### src/vcf_pkg.sv
// package with register map, handshake modes and timing constants for the serial bridge
package vcf_pkg;
    // apb register byte offsets
    localparam logic [11:0] VCF_OFF_CTRL = 12'h000;
    localparam logic [11:0] VCF_OFF_BAUD = 12'h004;
    localparam logic [11:0] VCF_OFF_TXD = 12'h008;
    localparam logic [11:0] VCF_OFF_RXD = 12'h00c;
    localparam logic [11:0] VCF_OFF_STAT = 12'h010;
    // ctrl field positions
    localparam int VCF_CTRL_HS_LO = 0;
    localparam int VCF_CTRL_HS_W = 2;
    // status field positions
    localparam int VCF_ST_TXFULL = 0;
    localparam int VCF_ST_RXVALID = 1;
    localparam int VCF_ST_TXBUSY = 2;
    localparam int VCF_ST_RXFULL = 3;
    localparam int VCF_ST_FRERR = 4;
    localparam int VCF_ST_OVERRUN = 5;
    localparam int VCF_ST_CTSOUT = 6;
    localparam int VCF_ST_RTSIN = 7;
    localparam int VCF_ST_ENABLE = 8;
    // clock and baud figures
    localparam int VCF_CLK_HZ = 200000000;
    localparam int VCF_BAUD_DEF = 115200;
    localparam int VCF_BAUD_MIN = 9600;
    localparam int VCF_BAUD_MAX = 921600;
    localparam int VCF_OVS = 16;
    localparam int VCF_DATA_BITS = 8;
    localparam int VCF_FIFO_DEPTH = 8;
    // divider reload for one oversample tick, minus one
    localparam logic [15:0] VCF_DIV_DEF = 16'(VCF_CLK_HZ / (VCF_BAUD_DEF * VCF_OVS) - 1);
    // rounded up so the fastest setting never runs above the top rate
    localparam logic [15:0] VCF_DIV_MIN =
        16'((VCF_CLK_HZ + VCF_BAUD_MAX * VCF_OVS - 1) / (VCF_BAUD_MAX * VCF_OVS) - 1);
    localparam logic [15:0] VCF_DIV_MAX = 16'(VCF_CLK_HZ / (VCF_BAUD_MIN * VCF_OVS) - 1);
    localparam logic [3:0] VCF_OVS_LAST = 4'(VCF_OVS - 1);
    localparam logic [3:0] VCF_OVS_MID = 4'(VCF_OVS / 2 - 1);
    localparam logic [3:0] VCF_BIT_LAST = 4'(VCF_DATA_BITS - 1);

    // handshake modes
    typedef enum logic [1:0] {
        VCF_HS_DISABLED = 2'b00,
        VCF_HS_RTS = 2'b01,
        VCF_HS_CTS = 2'b10,
        VCF_HS_RTSCTS = 2'b11
    } vcf_hs_t;

    typedef enum logic [1:0] {
        VCF_TX_IDLE = 2'b00,
        VCF_TX_START = 2'b01,
        VCF_TX_DATA = 2'b10,
        VCF_TX_STOP = 2'b11
    } vcf_txst_t;

    typedef enum logic [1:0] {
        VCF_RX_IDLE = 2'b00,
        VCF_RX_START = 2'b01,
        VCF_RX_DATA = 2'b10,
        VCF_RX_STOP = 2'b11
    } vcf_rxst_t;
endpackage

### src/vcf_stream_if.sv
// valid/ready byte stream between the bridge and its fifo
`timescale 1ns/100ps
`default_nettype none
interface vcf_stream_if #(parameter int W = 8);
    logic valid;
    logic ready;
    logic [W-1:0] data;
    modport src (output valid, output data, input ready);
    modport snk (input valid, input data, output ready);
endinterface
`default_nettype wire

### src/vcf_fifo.sv
// parameterised flip-flop fifo with valid/ready on both sides
`timescale 1ns/100ps
`default_nettype none
module vcf_fifo #(
    parameter int WIDTH = 8,
    parameter int DEPTH = 8
) (
    input wire logic pclk,
    input wire logic presetn,
    vcf_stream_if.snk in_s,
    vcf_stream_if.src out_s,
    output logic full,
    output logic empty
);
    import vcf_pkg::*;
    localparam int AW = $clog2(DEPTH);
    localparam logic [AW:0] CNT_FULL = (AW+1)'(DEPTH);
    localparam logic [AW-1:0] PTR_LAST = AW'(DEPTH - 1);

    logic [WIDTH-1:0] mem_q [DEPTH];
    logic [AW-1:0] wr_q, wr_d, rd_q, rd_d;
    logic [AW:0] cnt_q, cnt_d;
    logic push, pop;

    // handshakes; full stalls the writer, empty stalls the reader
    assign full = (cnt_q == CNT_FULL);
    assign empty = (cnt_q == '0);
    assign in_s.ready = !full;
    assign out_s.valid = !empty;
    assign out_s.data = mem_q[rd_q];
    assign push = in_s.valid && !full;
    assign pop = out_s.ready && !empty;

    // pointer and count next state
    always_comb begin
        wr_d = wr_q;
        rd_d = rd_q;
        cnt_d = cnt_q;
        if (push) begin
            wr_d = (wr_q == PTR_LAST) ? '0 : wr_q + 1'b1;
        end
        if (pop) begin
            rd_d = (rd_q == PTR_LAST) ? '0 : rd_q + 1'b1;
        end
        if (push && !pop) begin
            cnt_d = cnt_q + 1'b1;
        end else if (pop && !push) begin
            cnt_d = cnt_q - 1'b1;
        end
    end

    always_ff @(posedge pclk or negedge presetn) begin
        if (!presetn) begin
            wr_q <= '0;
            rd_q <= '0;
            cnt_q <= '0;
        end else begin
            wr_q <= wr_d;
            rd_q <= rd_d;
            cnt_q <= cnt_d;
        end
    end

    // storage carries no reset, only data
    always_ff @(posedge pclk) begin
        if (push) begin
            mem_q[wr_q] <= in_s.data;
        end
    end
endmodule
`default_nettype wire

### src/vcf_bridge.sv
// serial bridge with rts/cts handshake, apb registers and fifos on both paths
// Summary of operation
// - after reset the link runs at 115200 baud, 8 data bits, no parity, one stop bit, handshake disabled.
// - software can set bit rates from about 9600 up to about 892857 (divider 1301 down to 13) through the baud divider register.
// - clear-to-send toward the target drops while the receive buffer is full and rises when room returns.
// - with receive-side flow control on, the bridge starts no character while the target holds request-to-send low.
// - a character already on the line is always finished; the target must take one more after dropping its request.
// - in disabled mode clear-to-send is not driven and request-to-send is ignored.
// - in rts mode clear-to-send is driven for hold-off and request-to-send is ignored.
// - in cts mode clear-to-send is not driven and sending is gated by request-to-send.
// - in rtscts mode clear-to-send is driven and sending is gated by request-to-send.
// - with receive-side flow control off the level of request-to-send is disregarded.
// - characters only start, in either direction, while the interface enable is active.
//
// The register addresses and the APB slave port were decided locally.
`timescale 1ns/100ps
`default_nettype none
module vcf_bridge (
    input wire logic pclk,
    input wire logic presetn,
    input wire logic psel,
    input wire logic penable,
    input wire logic pwrite,
    input wire logic [11:0] paddr,
    input wire logic [31:0] pwdata,
    output logic [31:0] prdata,
    output logic pready,
    output logic pslverr,
    input wire logic vcom_enable,
    input wire logic target_txd,
    output logic target_rxd,
    output logic target_cts_o,
    output logic target_cts_oe,
    input wire logic target_rts
);
    import vcf_pkg::*;

    // register state
    vcf_hs_t hs_q, hs_d;
    logic [15:0] div_q, div_d;
    logic frerr_q, frerr_d, ovr_q, ovr_d;
    logic [31:0] prdata_q, prdata_d;

    // baud tick divider
    logic [15:0] bcnt_q, bcnt_d;
    logic tick;

    // transmitter
    vcf_txst_t txs_q, txs_d;
    logic [3:0] txo_q, txo_d, txb_q, txb_d;
    logic [7:0] txsh_q, txsh_d;
    logic txline_q, txline_d;

    // receiver
    vcf_rxst_t rxs_q, rxs_d;
    logic [3:0] rxo_q, rxo_d, rxb_q, rxb_d;
    logic [7:0] rxsh_q, rxsh_d;

    vcf_stream_if #(.W(VCF_DATA_BITS)) txw ();
    vcf_stream_if #(.W(VCF_DATA_BITS)) txr ();
    vcf_stream_if #(.W(VCF_DATA_BITS)) rxw ();
    vcf_stream_if #(.W(VCF_DATA_BITS)) rxr ();
    logic tx_full, tx_empty, rx_full, rx_empty;

    logic wr_en, rd_en, setup_ok;
    logic gate_on_rts, drive_cts, tx_allowed;

    // decodes a handshake mode into its two switches
    function automatic logic mode_drives_cts(input vcf_hs_t m);
        return (m == VCF_HS_RTS) || (m == VCF_HS_RTSCTS);
    endfunction
    function automatic logic mode_gates_tx(input vcf_hs_t m);
        return (m == VCF_HS_CTS) || (m == VCF_HS_RTSCTS);
    endfunction

    // fifos: bus writes fill tx path, line receiver fills rx path
    vcf_fifo #(.WIDTH(VCF_DATA_BITS), .DEPTH(VCF_FIFO_DEPTH)) u_txf (
        .pclk(pclk), .presetn(presetn), .in_s(txw), .out_s(txr), .full(tx_full), .empty(tx_empty)
    );
    vcf_fifo #(.WIDTH(VCF_DATA_BITS), .DEPTH(VCF_FIFO_DEPTH)) u_rxf (
        .pclk(pclk), .presetn(presetn), .in_s(rxw), .out_s(rxr), .full(rx_full), .empty(rx_empty)
    );

    // apb is zero wait state: access phase completes at once
    assign pready = 1'b1;
    assign wr_en = psel && penable && pwrite;
    assign rd_en = psel && penable && !pwrite;
    assign setup_ok = psel && !penable;
    assign prdata = prdata_q;
    assign pslverr = psel && penable && !((paddr == VCF_OFF_CTRL) || (paddr == VCF_OFF_BAUD)
        || (paddr == VCF_OFF_TXD) || (paddr == VCF_OFF_RXD) || (paddr == VCF_OFF_STAT));
    // writes to a full tx fifo are dropped and flagged through txfull
    assign txw.valid = wr_en && (paddr == VCF_OFF_TXD);
    assign txw.data = pwdata[7:0];
    assign rxr.ready = rd_en && (paddr == VCF_OFF_RXD);

    // handshake switches
    assign drive_cts = mode_drives_cts(hs_q);
    assign gate_on_rts = mode_gates_tx(hs_q);
    // a stuck-low request stalls sending forever; the target owns that pin
    assign tx_allowed = vcom_enable && (!gate_on_rts || target_rts);
    // cts low only while rx buffer cannot take more
    assign target_cts_o = !rx_full;
    assign target_cts_oe = drive_cts;
    // line idles high when not enabled
    assign target_rxd = txline_q;

    // register file next values
    always_comb begin
        hs_d = hs_q;
        div_d = div_q;
        frerr_d = frerr_q;
        ovr_d = ovr_q;
        prdata_d = prdata_q;
        if (wr_en && paddr == VCF_OFF_CTRL) begin
            hs_d = vcf_hs_t'(pwdata[VCF_CTRL_HS_LO +: VCF_CTRL_HS_W]);
        end
        if (wr_en && paddr == VCF_OFF_BAUD) begin
            // clamp keeps the rate inside 9600..921600
            if (pwdata[15:0] < VCF_DIV_MIN) begin
                div_d = VCF_DIV_MIN;
            end else if (pwdata[31:16] != '0 || pwdata[15:0] > VCF_DIV_MAX) begin
                div_d = VCF_DIV_MAX;
            end else begin
                div_d = pwdata[15:0];
            end
        end
        // status reads clear errors; a new error in the same cycle wins
        if (rd_en && paddr == VCF_OFF_STAT) begin
            frerr_d = 1'b0;
            ovr_d = 1'b0;
        end
        if (rxs_q == VCF_RX_STOP && tick && rxo_q == VCF_OVS_LAST) begin
            if (!target_txd) begin
                frerr_d = 1'b1;
            end else if (rx_full) begin
                ovr_d = 1'b1;
            end
        end
        if (setup_ok && !pwrite) begin
            prdata_d = '0;
            unique case (paddr)
                VCF_OFF_CTRL: prdata_d[VCF_CTRL_HS_LO +: VCF_CTRL_HS_W] = hs_q;
                VCF_OFF_BAUD: prdata_d[15:0] = div_q;
                VCF_OFF_RXD: prdata_d[7:0] = rx_empty ? 8'h00 : rxr.data;
                VCF_OFF_STAT: begin
                    prdata_d[VCF_ST_TXFULL] = tx_full;
                    prdata_d[VCF_ST_RXVALID] = !rx_empty;
                    prdata_d[VCF_ST_TXBUSY] = (txs_q != VCF_TX_IDLE);
                    prdata_d[VCF_ST_RXFULL] = rx_full;
                    prdata_d[VCF_ST_FRERR] = frerr_q;
                    prdata_d[VCF_ST_OVERRUN] = ovr_q;
                    prdata_d[VCF_ST_CTSOUT] = target_cts_o;
                    prdata_d[VCF_ST_RTSIN] = target_rts;
                    prdata_d[VCF_ST_ENABLE] = vcom_enable;
                end
                default: prdata_d = '0;
            endcase
        end
    end

    always_ff @(posedge pclk or negedge presetn) begin
        if (!presetn) begin
            hs_q <= VCF_HS_DISABLED;
            div_q <= VCF_DIV_DEF;
            frerr_q <= 1'b0;
            ovr_q <= 1'b0;
            prdata_q <= '0;
        end else begin
            hs_q <= hs_d;
            div_q <= div_d;
            frerr_q <= frerr_d;
            ovr_q <= ovr_d;
            prdata_q <= prdata_d;
        end
    end

    // oversample tick divider, one-cycle enable
    assign tick = (bcnt_q == '0);
    always_comb begin
        bcnt_d = tick ? div_q : bcnt_q - 1'b1;
    end
    always_ff @(posedge pclk or negedge presetn) begin
        if (!presetn) begin
            bcnt_q <= '0;
        end else begin
            bcnt_q <= bcnt_d;
        end
    end

    // transmitter toward the target
    always_comb begin
        txs_d = txs_q;
        txo_d = txo_q;
        txb_d = txb_q;
        txsh_d = txsh_q;
        txline_d = txline_q;
        txr.ready = 1'b0;
        if (tick) begin
            txo_d = txo_q + 1'b1;
        end
        unique case (txs_q)
            VCF_TX_IDLE: begin
                txline_d = 1'b1;
                // new characters start only at a gap, never cut mid-frame
                if (tick && !tx_empty && tx_allowed) begin
                    txr.ready = 1'b1;
                    txsh_d = txr.data;
                    txline_d = 1'b0;
                    txo_d = '0;
                    txs_d = VCF_TX_START;
                end
            end
            VCF_TX_START: begin
                if (tick && txo_q == VCF_OVS_LAST) begin
                    txline_d = txsh_q[0];
                    txb_d = '0;
                    txs_d = VCF_TX_DATA;
                end
            end
            VCF_TX_DATA: begin
                if (tick && txo_q == VCF_OVS_LAST) begin
                    if (txb_q == VCF_BIT_LAST) begin
                        txline_d = 1'b1;
                        txs_d = VCF_TX_STOP;
                    end else begin
                        txsh_d = {1'b0, txsh_q[7:1]};
                        txline_d = txsh_q[1];
                        txb_d = txb_q + 1'b1;
                    end
                end
            end
            VCF_TX_STOP: begin
                if (tick && txo_q == VCF_OVS_LAST) begin
                    txs_d = VCF_TX_IDLE;
                end
            end
        endcase
    end

    always_ff @(posedge pclk or negedge presetn) begin
        if (!presetn) begin
            txs_q <= VCF_TX_IDLE;
            txo_q <= '0;
            txb_q <= '0;
            txsh_q <= '0;
            txline_q <= 1'b1;
        end else begin
            txs_q <= txs_d;
            txo_q <= txo_d;
            txb_q <= txb_d;
            txsh_q <= txsh_d;
            txline_q <= txline_d;
        end
    end

    // receiver from the target, samples mid-bit
    always_comb begin
        rxs_d = rxs_q;
        rxo_d = rxo_q;
        rxb_d = rxb_q;
        rxsh_d = rxsh_q;
        rxw.valid = 1'b0;
        rxw.data = rxsh_q;
        if (tick) begin
            rxo_d = rxo_q + 1'b1;
        end
        unique case (rxs_q)
            VCF_RX_IDLE: begin
                if (tick && vcom_enable && !target_txd) begin
                    rxo_d = '0;
                    rxs_d = VCF_RX_START;
                end
            end
            VCF_RX_START: begin
                if (tick && rxo_q == VCF_OVS_MID) begin
                    // a glitch shorter than half a bit is no start
                    rxs_d = target_txd ? VCF_RX_IDLE : VCF_RX_DATA;
                    rxo_d = '0;
                    rxb_d = '0;
                end
            end
            VCF_RX_DATA: begin
                if (tick && rxo_q == VCF_OVS_LAST) begin
                    rxsh_d = {target_txd, rxsh_q[7:1]};
                    rxb_d = rxb_q + 1'b1;
                    if (rxb_q == VCF_BIT_LAST) begin
                        rxs_d = VCF_RX_STOP;
                        rxo_d = '0;
                    end
                end
            end
            VCF_RX_STOP: begin
                // a full bit after the last data sample lands mid stop bit
                if (tick && rxo_q == VCF_OVS_LAST) begin
                    // good stop bit pushes; a full fifo drops the byte as overrun
                    rxw.valid = target_txd;
                    rxs_d = VCF_RX_IDLE;
                end
            end
        endcase
    end

    always_ff @(posedge pclk or negedge presetn) begin
        if (!presetn) begin
            rxs_q <= VCF_RX_IDLE;
            rxo_q <= '0;
            rxb_q <= '0;
            rxsh_q <= '0;
        end else begin
            rxs_q <= rxs_d;
            rxo_q <= rxo_d;
            rxb_q <= rxb_d;
            rxsh_q <= rxsh_d;
        end
    end
endmodule
`default_nettype wire

### config.mk
export PLATFORM = sky130hd
export DESIGN_NAME = vcf_bridge
export DESIGN_NICKNAME = d
export VERILOG_FILES = /design/src/vcf_pkg.sv /design/src/vcf_stream_if.sv /design/src/vcf_fifo.sv /design/src/vcf_bridge.sv
export SDC_FILE = /design/constraint.sdc
export NUM_CORES = 1
export LEC_CHECK = 0
export BUFFER_PORTS_ARGS = -buffer_cell sky130_fd_sc_hd__buf_2
export CAP_MARGIN = 20
export CORE_MARGIN = 2
export CORE_UTILIZATION = 56
export CTS_BUF_LIST = sky130_fd_sc_hd__clkbuf_8
export CTS_CLUSTER_DIAMETER = 50
export DETAILED_ROUTE_END_ITERATION = 6
export PLACE_DENSITY = 0.88
export SYNTH_ARGS = -nofsm -noshare
export SYNTH_HDL_FRONTEND = slang
export SYNTH_SLANG_ARGS = --single-unit
### constraint.sdc
create_clock -name pclk -period 3 [get_ports pclk]
set_clock_uncertainty 0.05 [all_clocks]
set_input_delay 0.9 -clock pclk [delete_from_list [all_inputs] [get_ports pclk]]
set_output_delay 0.9 -clock pclk [all_outputs]
set_load 0.1 [all_outputs]
# Word level (Yosys, flattened, before mapping)

Memory sizes are Yosys's and may differ from the RTL's.
Index checks and enable logic that the tools add are counted.

Memories: 2
Memory bits (writable): 128
Register bits after elaboration: 109
Word-level logic and storage cells: 213

Memories:

| name        | words | width | read ports | clocked after Yosys merged registers in | write ports | line           | RTL |
|---|---|---|---|---|---|---|---|
| u_rxf.mem_q | 8     | 8     | 1          | 0                                       | 1           | vcf_fifo.sv:20 | `logic [WIDTH-1:0] mem_q [DEPTH];` |
| u_txf.mem_q | 8     | 8     | 1          | 0                                       | 1           | vcf_fifo.sv:20 |  |

Mux-type cells: 69
Eq/ne operators: 35
$add $sub $neg: 13
Order comparisons: 2
Reductions and logical operators: 71

Operator list:

| cell                  | number |
|---|---|
| $mux 4                | 17 |
| $mux 16               | 3 |
| $mux 8                | 4 |
| $logic_and 1x1->1     | 29 |
| $add 4x1->4 const B   | 6 |
| $eq 12x4->1 const B   | 2 |
| $pmux 2 s4            | 3 |
| $mux 2                | 11 |
| $ne 2x2->1 const B    | 10 |
| $mux 1                | 19 |
| $pmux 6 s3            | 1 |
| $eq 4x4->1 const B    | 4 |
| $gt 16x11->1 const B  | 1 |
| $logic_not 16->1      | 1 |
| $lt 16x4->1 const B   | 1 |
| $pmux 4 s2            | 2 |
| $pmux 8 s2            | 1 |
| $reduce_bool 16->1    | 1 |
| $sub 16x1->16 const B | 1 |
| $logic_not 1->1       | 13 |
| $add 3x1->3 const B   | 4 |
| $eq 12x3->1 const B   | 1 |
| $eq 12x5->1 const B   | 1 |
| $eq 2x2->1 const B    | 6 |
| 20 further kinds      | 48 |

# Logic depth before layout (Yosys ltp)

Depth in word-level cells: 12
Mapped depth: 12
Mapped depth without buffers: 12

# Modules after synthesis

Synthesis repeated with hierarchy kept, for this count alone.

Cell total of the unflattened synthesis: 859
Area, all modules: 11382.2 sq um

By module, submodules not included:

| module            | sequential area each (sq um) | cells an instance | area each (sq um) | instances |
|---|---|---|---|---|
| vcf_bridge        | 2234.6                       | 539               | 5072.4            | 1 |
| vcf_fifo at u_txf | 2172.1                       | 159               | 3176.8            | 1 |
| vcf_fifo at u_rxf | 2172.1                       | 161               | 3133.0            | 1 |

# Least setup slack after synthesis

OpenSTA, ideal clock, no wires.

Path kind: input to output
Start: in paddr[2]
End: out pslverr
Arrival: 2.695 ns
Slack: -0.645 ns
Stages: 6
Path through: nor2_1 > and3_1 > clkbuf_1 > nor2_1 > nor2_1 > nor2_1

Cells in the longest elaborated chain, start to end: 7
Elaborated cells on any way between the ends: 11
Those cells by class: 4 x eq/ne; 7 x reduce/logical

Ends and longest elaborated chain:

| element                                                | line             | RTL |
|---|---|---|
| from (decl)                                            | vcf_bridge.sv:24 | `input wire logic [11:0] paddr,` |
| $eq 12x3->1 / $logic_not 12->1 (equally long branches) | vcf_bridge.sv:90 | `assign pslverr = psel && penable && !((paddr == VCF_OFF_CTRL) \|\| (paddr == VCF_OFF_BAUD)` |
| $logic_or 1x1->1                                       | vcf_bridge.sv:90 |  |
| $logic_or 1x1->1 (2 in series)                         | vcf_bridge.sv:91 | `\|\| (paddr == VCF_OFF_TXD) \|\| (paddr == VCF_OFF_RXD) \|\| (paddr == VCF_OFF_STAT));` |
| $logic_or 1x1->1 *                                     | vcf_bridge.sv:91 |  |
| $logic_not 1->1 *                                      | vcf_bridge.sv:90 |  |
| $logic_and 1x1->1 *                                    | vcf_bridge.sv:90 |  |
| to (decl)                                              | vcf_bridge.sv:28 | `output logic pslverr,` |

Mark *: on every way between the ends. The rest lies on a longest branch, timed or not.

# Worst setup path in the final report

Start: reg bcnt_q[8]
End: reg u_rxf.cnt_q[3]

Cells in the longest elaborated chain, start to end: 8
Elaborated cells on any way between the ends: 10
Those cells by class: 3 x mux; 7 x reduce/logical

Ends and longest elaborated chain:

| element                            | line              | RTL |
|---|---|---|
| from (decl)                        | vcf_bridge.sv:45  | `logic [15:0] bcnt_q, bcnt_d;` |
| from (signal assigned)             | vcf_bridge.sv:187 | `bcnt_q <= bcnt_d;` |
| $logic_not 16->1 *                 | vcf_bridge.sv:179 | `assign tick = (bcnt_q == '0);` |
| $logic_and 1x1->1 *                | vcf_bridge.sv:295 | `if (tick && rxo_q == VCF_OVS_LAST) begin` |
| $mux 1 *                           | vcf_bridge.sv:295 |  |
| $mux 1 *                           | vcf_bridge.sv:268 | `unique case (rxs_q)` |
| $logic_and 1x1->1 *                | vcf_fifo.sv:31    | `assign push = in_s.valid && !full;` |
| net u_rxf.push                     | vcf_fifo.sv:23    | `logic push, pop;` |
| $logic_not 1->1                    | vcf_fifo.sv:47    | `end else if (pop && !push) begin` |
| $logic_and 1x1->1                  | vcf_fifo.sv:47    |  |
| $reduce_bool 2->1 (no source line) | n/a               |  |
| to (signal assigned)               | vcf_fifo.sv:60    | `cnt_q <= cnt_d;` |
| to (decl)                          | vcf_fifo.sv:22    | `logic [AW:0] cnt_q, cnt_d;` |

The timed path passes the listed nets; every way through them passes the cells marked *.
A chain may end at the register's enable or synchronous reset.

==> flow_summary.yaml <==
detailed_routing:
  dr.pass1.iters: 5
  met1_length_um: 10200
  wl_met2_um: 12500
  wl_met3_um: 2490
  wl_um: 26100
  vias: 7722
  drc: 0
  top_layer_used: "met4"
  viasPerCell: 6.21
  detail-route-antenna-nets: 0
  drt_iter0_drc: 788
  wire_per_inst_um: 21.0
global_routing:
  gr-total-overflow: 0
  grt_start_max_net_pins: 63
  grt_pass1_vias: 7578
  track_usage_pct: 26.5
  grt_pass1_wl_um: 41400
  antenna_found_initial: 0
place:
  gp_congestion: 0.896
  dp_slack_ns: -0.351
  post-dp-hpwl_um: 17600
  portBuffers: 71
  dpl-instance-area_um2: 12000
clock_tree:
  clk_latency_ns: 0.55
  cts.sinks: 237
  h-tree-depth: 2
  cts_setup_buffers: 0
  ctsLongestPathBuffers: 3
  cts-root-buf: "clkbuf_8"
  cts.clk_slew.worst_paths_ns: 0.07
  numCtsBuffers: 38
  cts_tree: "yes"
outcome:
  violations: "setup timing"
  outcome: "complete, but fails checks"
yosys:
  syn-cell-area_um2: 10900
  ys.flop_type: "edfxtp_1"
  syn_inst: 811
  synth_top_cells_by_area: "edfxtp_1 (35%), dfrtp_1 (24%), mux4_2 (6.6%), ha_1 (2.9%), mux2_2 (2.5%)"
  synthMostInstantiatedCell: "edfxtp_1"
  yosysWarnings: 0
  ys_types: 67
  synth_edf_count: 128
  synth.avg_cell_area_um2: 13.4
  ys_ff_latch: 237
  yosys.area.top_type: "edfxtp_1"
  synth_async_sr_flop_share_pct: 46.0
  seq_area_frac_synth_pct: 60.6
  yosys-top-cells-count: "edfxtp_1 (128), dfrtp_1 (103), nand2_1 (60)"
  synth_top_cell_area_share_pct: 35.4
sta:
  finalHoldViolCount: 0
  fin_crit_ns: 3.06
  clock.fmax_mhz: 327
  setup_viol: 1
  rsz0062_at_grt: "true"
  slew_headroom_pct: 43.9
  maxSlewViolCount: 0
  worstMarginPinSlew_ns: 0.839
  fin_crit_sh_pct: 102
  setup_slack_ns: -0.0620
floorplanning:
  die_x_um: 143
  die_height_um: 143
  io_pins: 89
  core_um2: 18900
  dieArea_um2: 20500
  initial_core_util_pct: 57.5
  placementRows: 50
power:
  clock_power_share_pct: 38.1
  p_leak_nw: 5.27
  finalPower_w: 0.00704
  seqPwrFrac_pct: 50.2
  p_switching_w: 0.00189
  power.density_cell_area_nw_per_um2: 554
  switching_share_pct: 26.9
  p_int_w: 0.00515
  peakVddDrop_mv: 0.392
  comb_power_share_pct: 11.7
setup_path:
  cp.arrival_ns: 3.45
  end_kind: "flop"
  start_kind: "flop"
  critPathSlowestCell: "or4_4"
  critical_path.max_fanout: 3
  path_delay_family: "simple AND/OR/NAND/NOR gates"
  required_ns: 3.38
  slowest_delay_ns: 0.54
  cp_num_buf_inv: 1
  cp_cell_sequence: "or4_4, or3_4, nor4_4, ha_2, inv_4, ha_4, a21o_1, a21oi_2, xnor2_1, nor2_1, xor2_1"
  critical_path_class: "reg -> reg"
finish:
  design_area_um2: 12700
  syn_to_final_growth_pct: 17.2
  post-route-util_pct: 67.4
  antenna_cells: 0
  drive_gt1_share_pct: 29.4
  finalNetCount: 1033
worst_hold_path:
  hold_path_class: "in -> async"
run:
  max_cap_viol_count: 0
final cells by class:
cell class	instances	area (um^2)
Multi-Input combinational cell	511	4090
Clock buffer	43	592
Fill cell	1218	6170
Inverter	28	108
Tap cell	260	325
Timing Repair Buffer	138	882
Clock inverter	27	145
Sequential cell	237	6580
cell usage in the layout, fill, tap and decap left out, types with 8 or more instances in the layout:
cell type | Yosys | final
dfrtp_1 | 103 | 102
ha_1 | 25 | 21
a22oi_1 | 8 | 8
a21oi_1 | 28 | 26
mux2_2 | 24 | 24
mux4_2 | 32 | 32
nand3_1 | 19 | 19
xor2_1 | 8 | 8
buf_4 | 18 | 68
xnor2_1 | 16 | 16
edfxtp_1 | 128 | 128
nand2_1 | 60 | 60
conb_1 | 2 | 17
nand4_1 | 18 | 18
inv_1 | 27 | 40
clkbuf_8 | 0 | 43
a22o_1 | 18 | 18
nor3_1 | 28 | 23
mux2i_1 | 9 | 9
nor2_1 | 49 | 48
o21ai_0 | 30 | 30
buf_2 | 8 | 68
logic make-up after synthesis:
kind of cell / Yosys count / synth area share (%)
simple gates: 247 / 12.4
flops: 237 / 60.6
compound gates: 131 / 8.38
buf+inv: 78 / 3.41
mux: 65 / 9.96
fa+ha+maj: 27 / 3.25
xor+xnor: 24 / 1.94
other cells: 2 / 0.0692
sequential cells by signal (all words and copies together) (netlist names), 8 cells and up, named ones only:
signal and flops:
u_rxf.mem_q 64, u_txf.mem_q 64, bcnt_q 16, div_q 16, prdata 16, rxsh_q 8, txsh_q 8
worst paths after layout:
check / start / slack [ns] / cells after the start / to
max: bcnt_q[8] / -0.06 / 11 / u_rxf.cnt_q[3]
min: presetn / 0.21 / 1 / bcnt_q[0]
max reg2reg: bcnt_q[8] / -0.06 / 11 / u_rxf.cnt_q[3]
min reg2reg: target_rxd / 0.44 / 2 / target_rxd
max in group asynchronous: presetn / 1.97 / 2 / div_q[6]
min in group pclk: target_rxd / 0.44 / 2 / target_rxd
metrics by stage:
step | setup TNS [ns] | hold slack (ns) | cells
after floorplan | -0.659 | 0.398 | 826
after global placement | -0.470 | 0.419 | 1174
after detailed placement | -1.67 | 0.435 | 1174
after CTS | -0.0212 | 0.199 | 1244
after global routing | -0.169 | 0.224 | 1244
final | -0.0620 | 0.210 | 1244
repair_timing:
| item | in CTS | in global routing |
|---|---|---|
| cloned | 0 | 0 |
| setup endpoints to repair | 2 | 2 |
| hold buffers | 0 | 0 |
| resized for setup | 5 | 3 |
| pin swaps | 1 | 0 |
power groups by stage:
stage / Clock [W] / Combinational (W) / Sequential (W)
2_1_floorplan: 0 / 0.000540 / 0.00365
3_3_place_gp: 0 / 0.000788 / 0.00359
3_5_place_dp: 0 / 0.000808 / 0.00360
4_1_cts: 0.00272 / 0.000816 / 0.00353
5_1_grt: 0.00285 / 0.000913 / 0.00354
6_report: 0.00268 / 0.000825 / 0.00353
routing by layer:
layer,GRT usage (%),up-vias
li1,-,3357
met1,36.0,3776
met2,42.4,496
met3,5.37,93
met4,10.5,0
met5,0,-
Power figures use the tool's default switching activity.
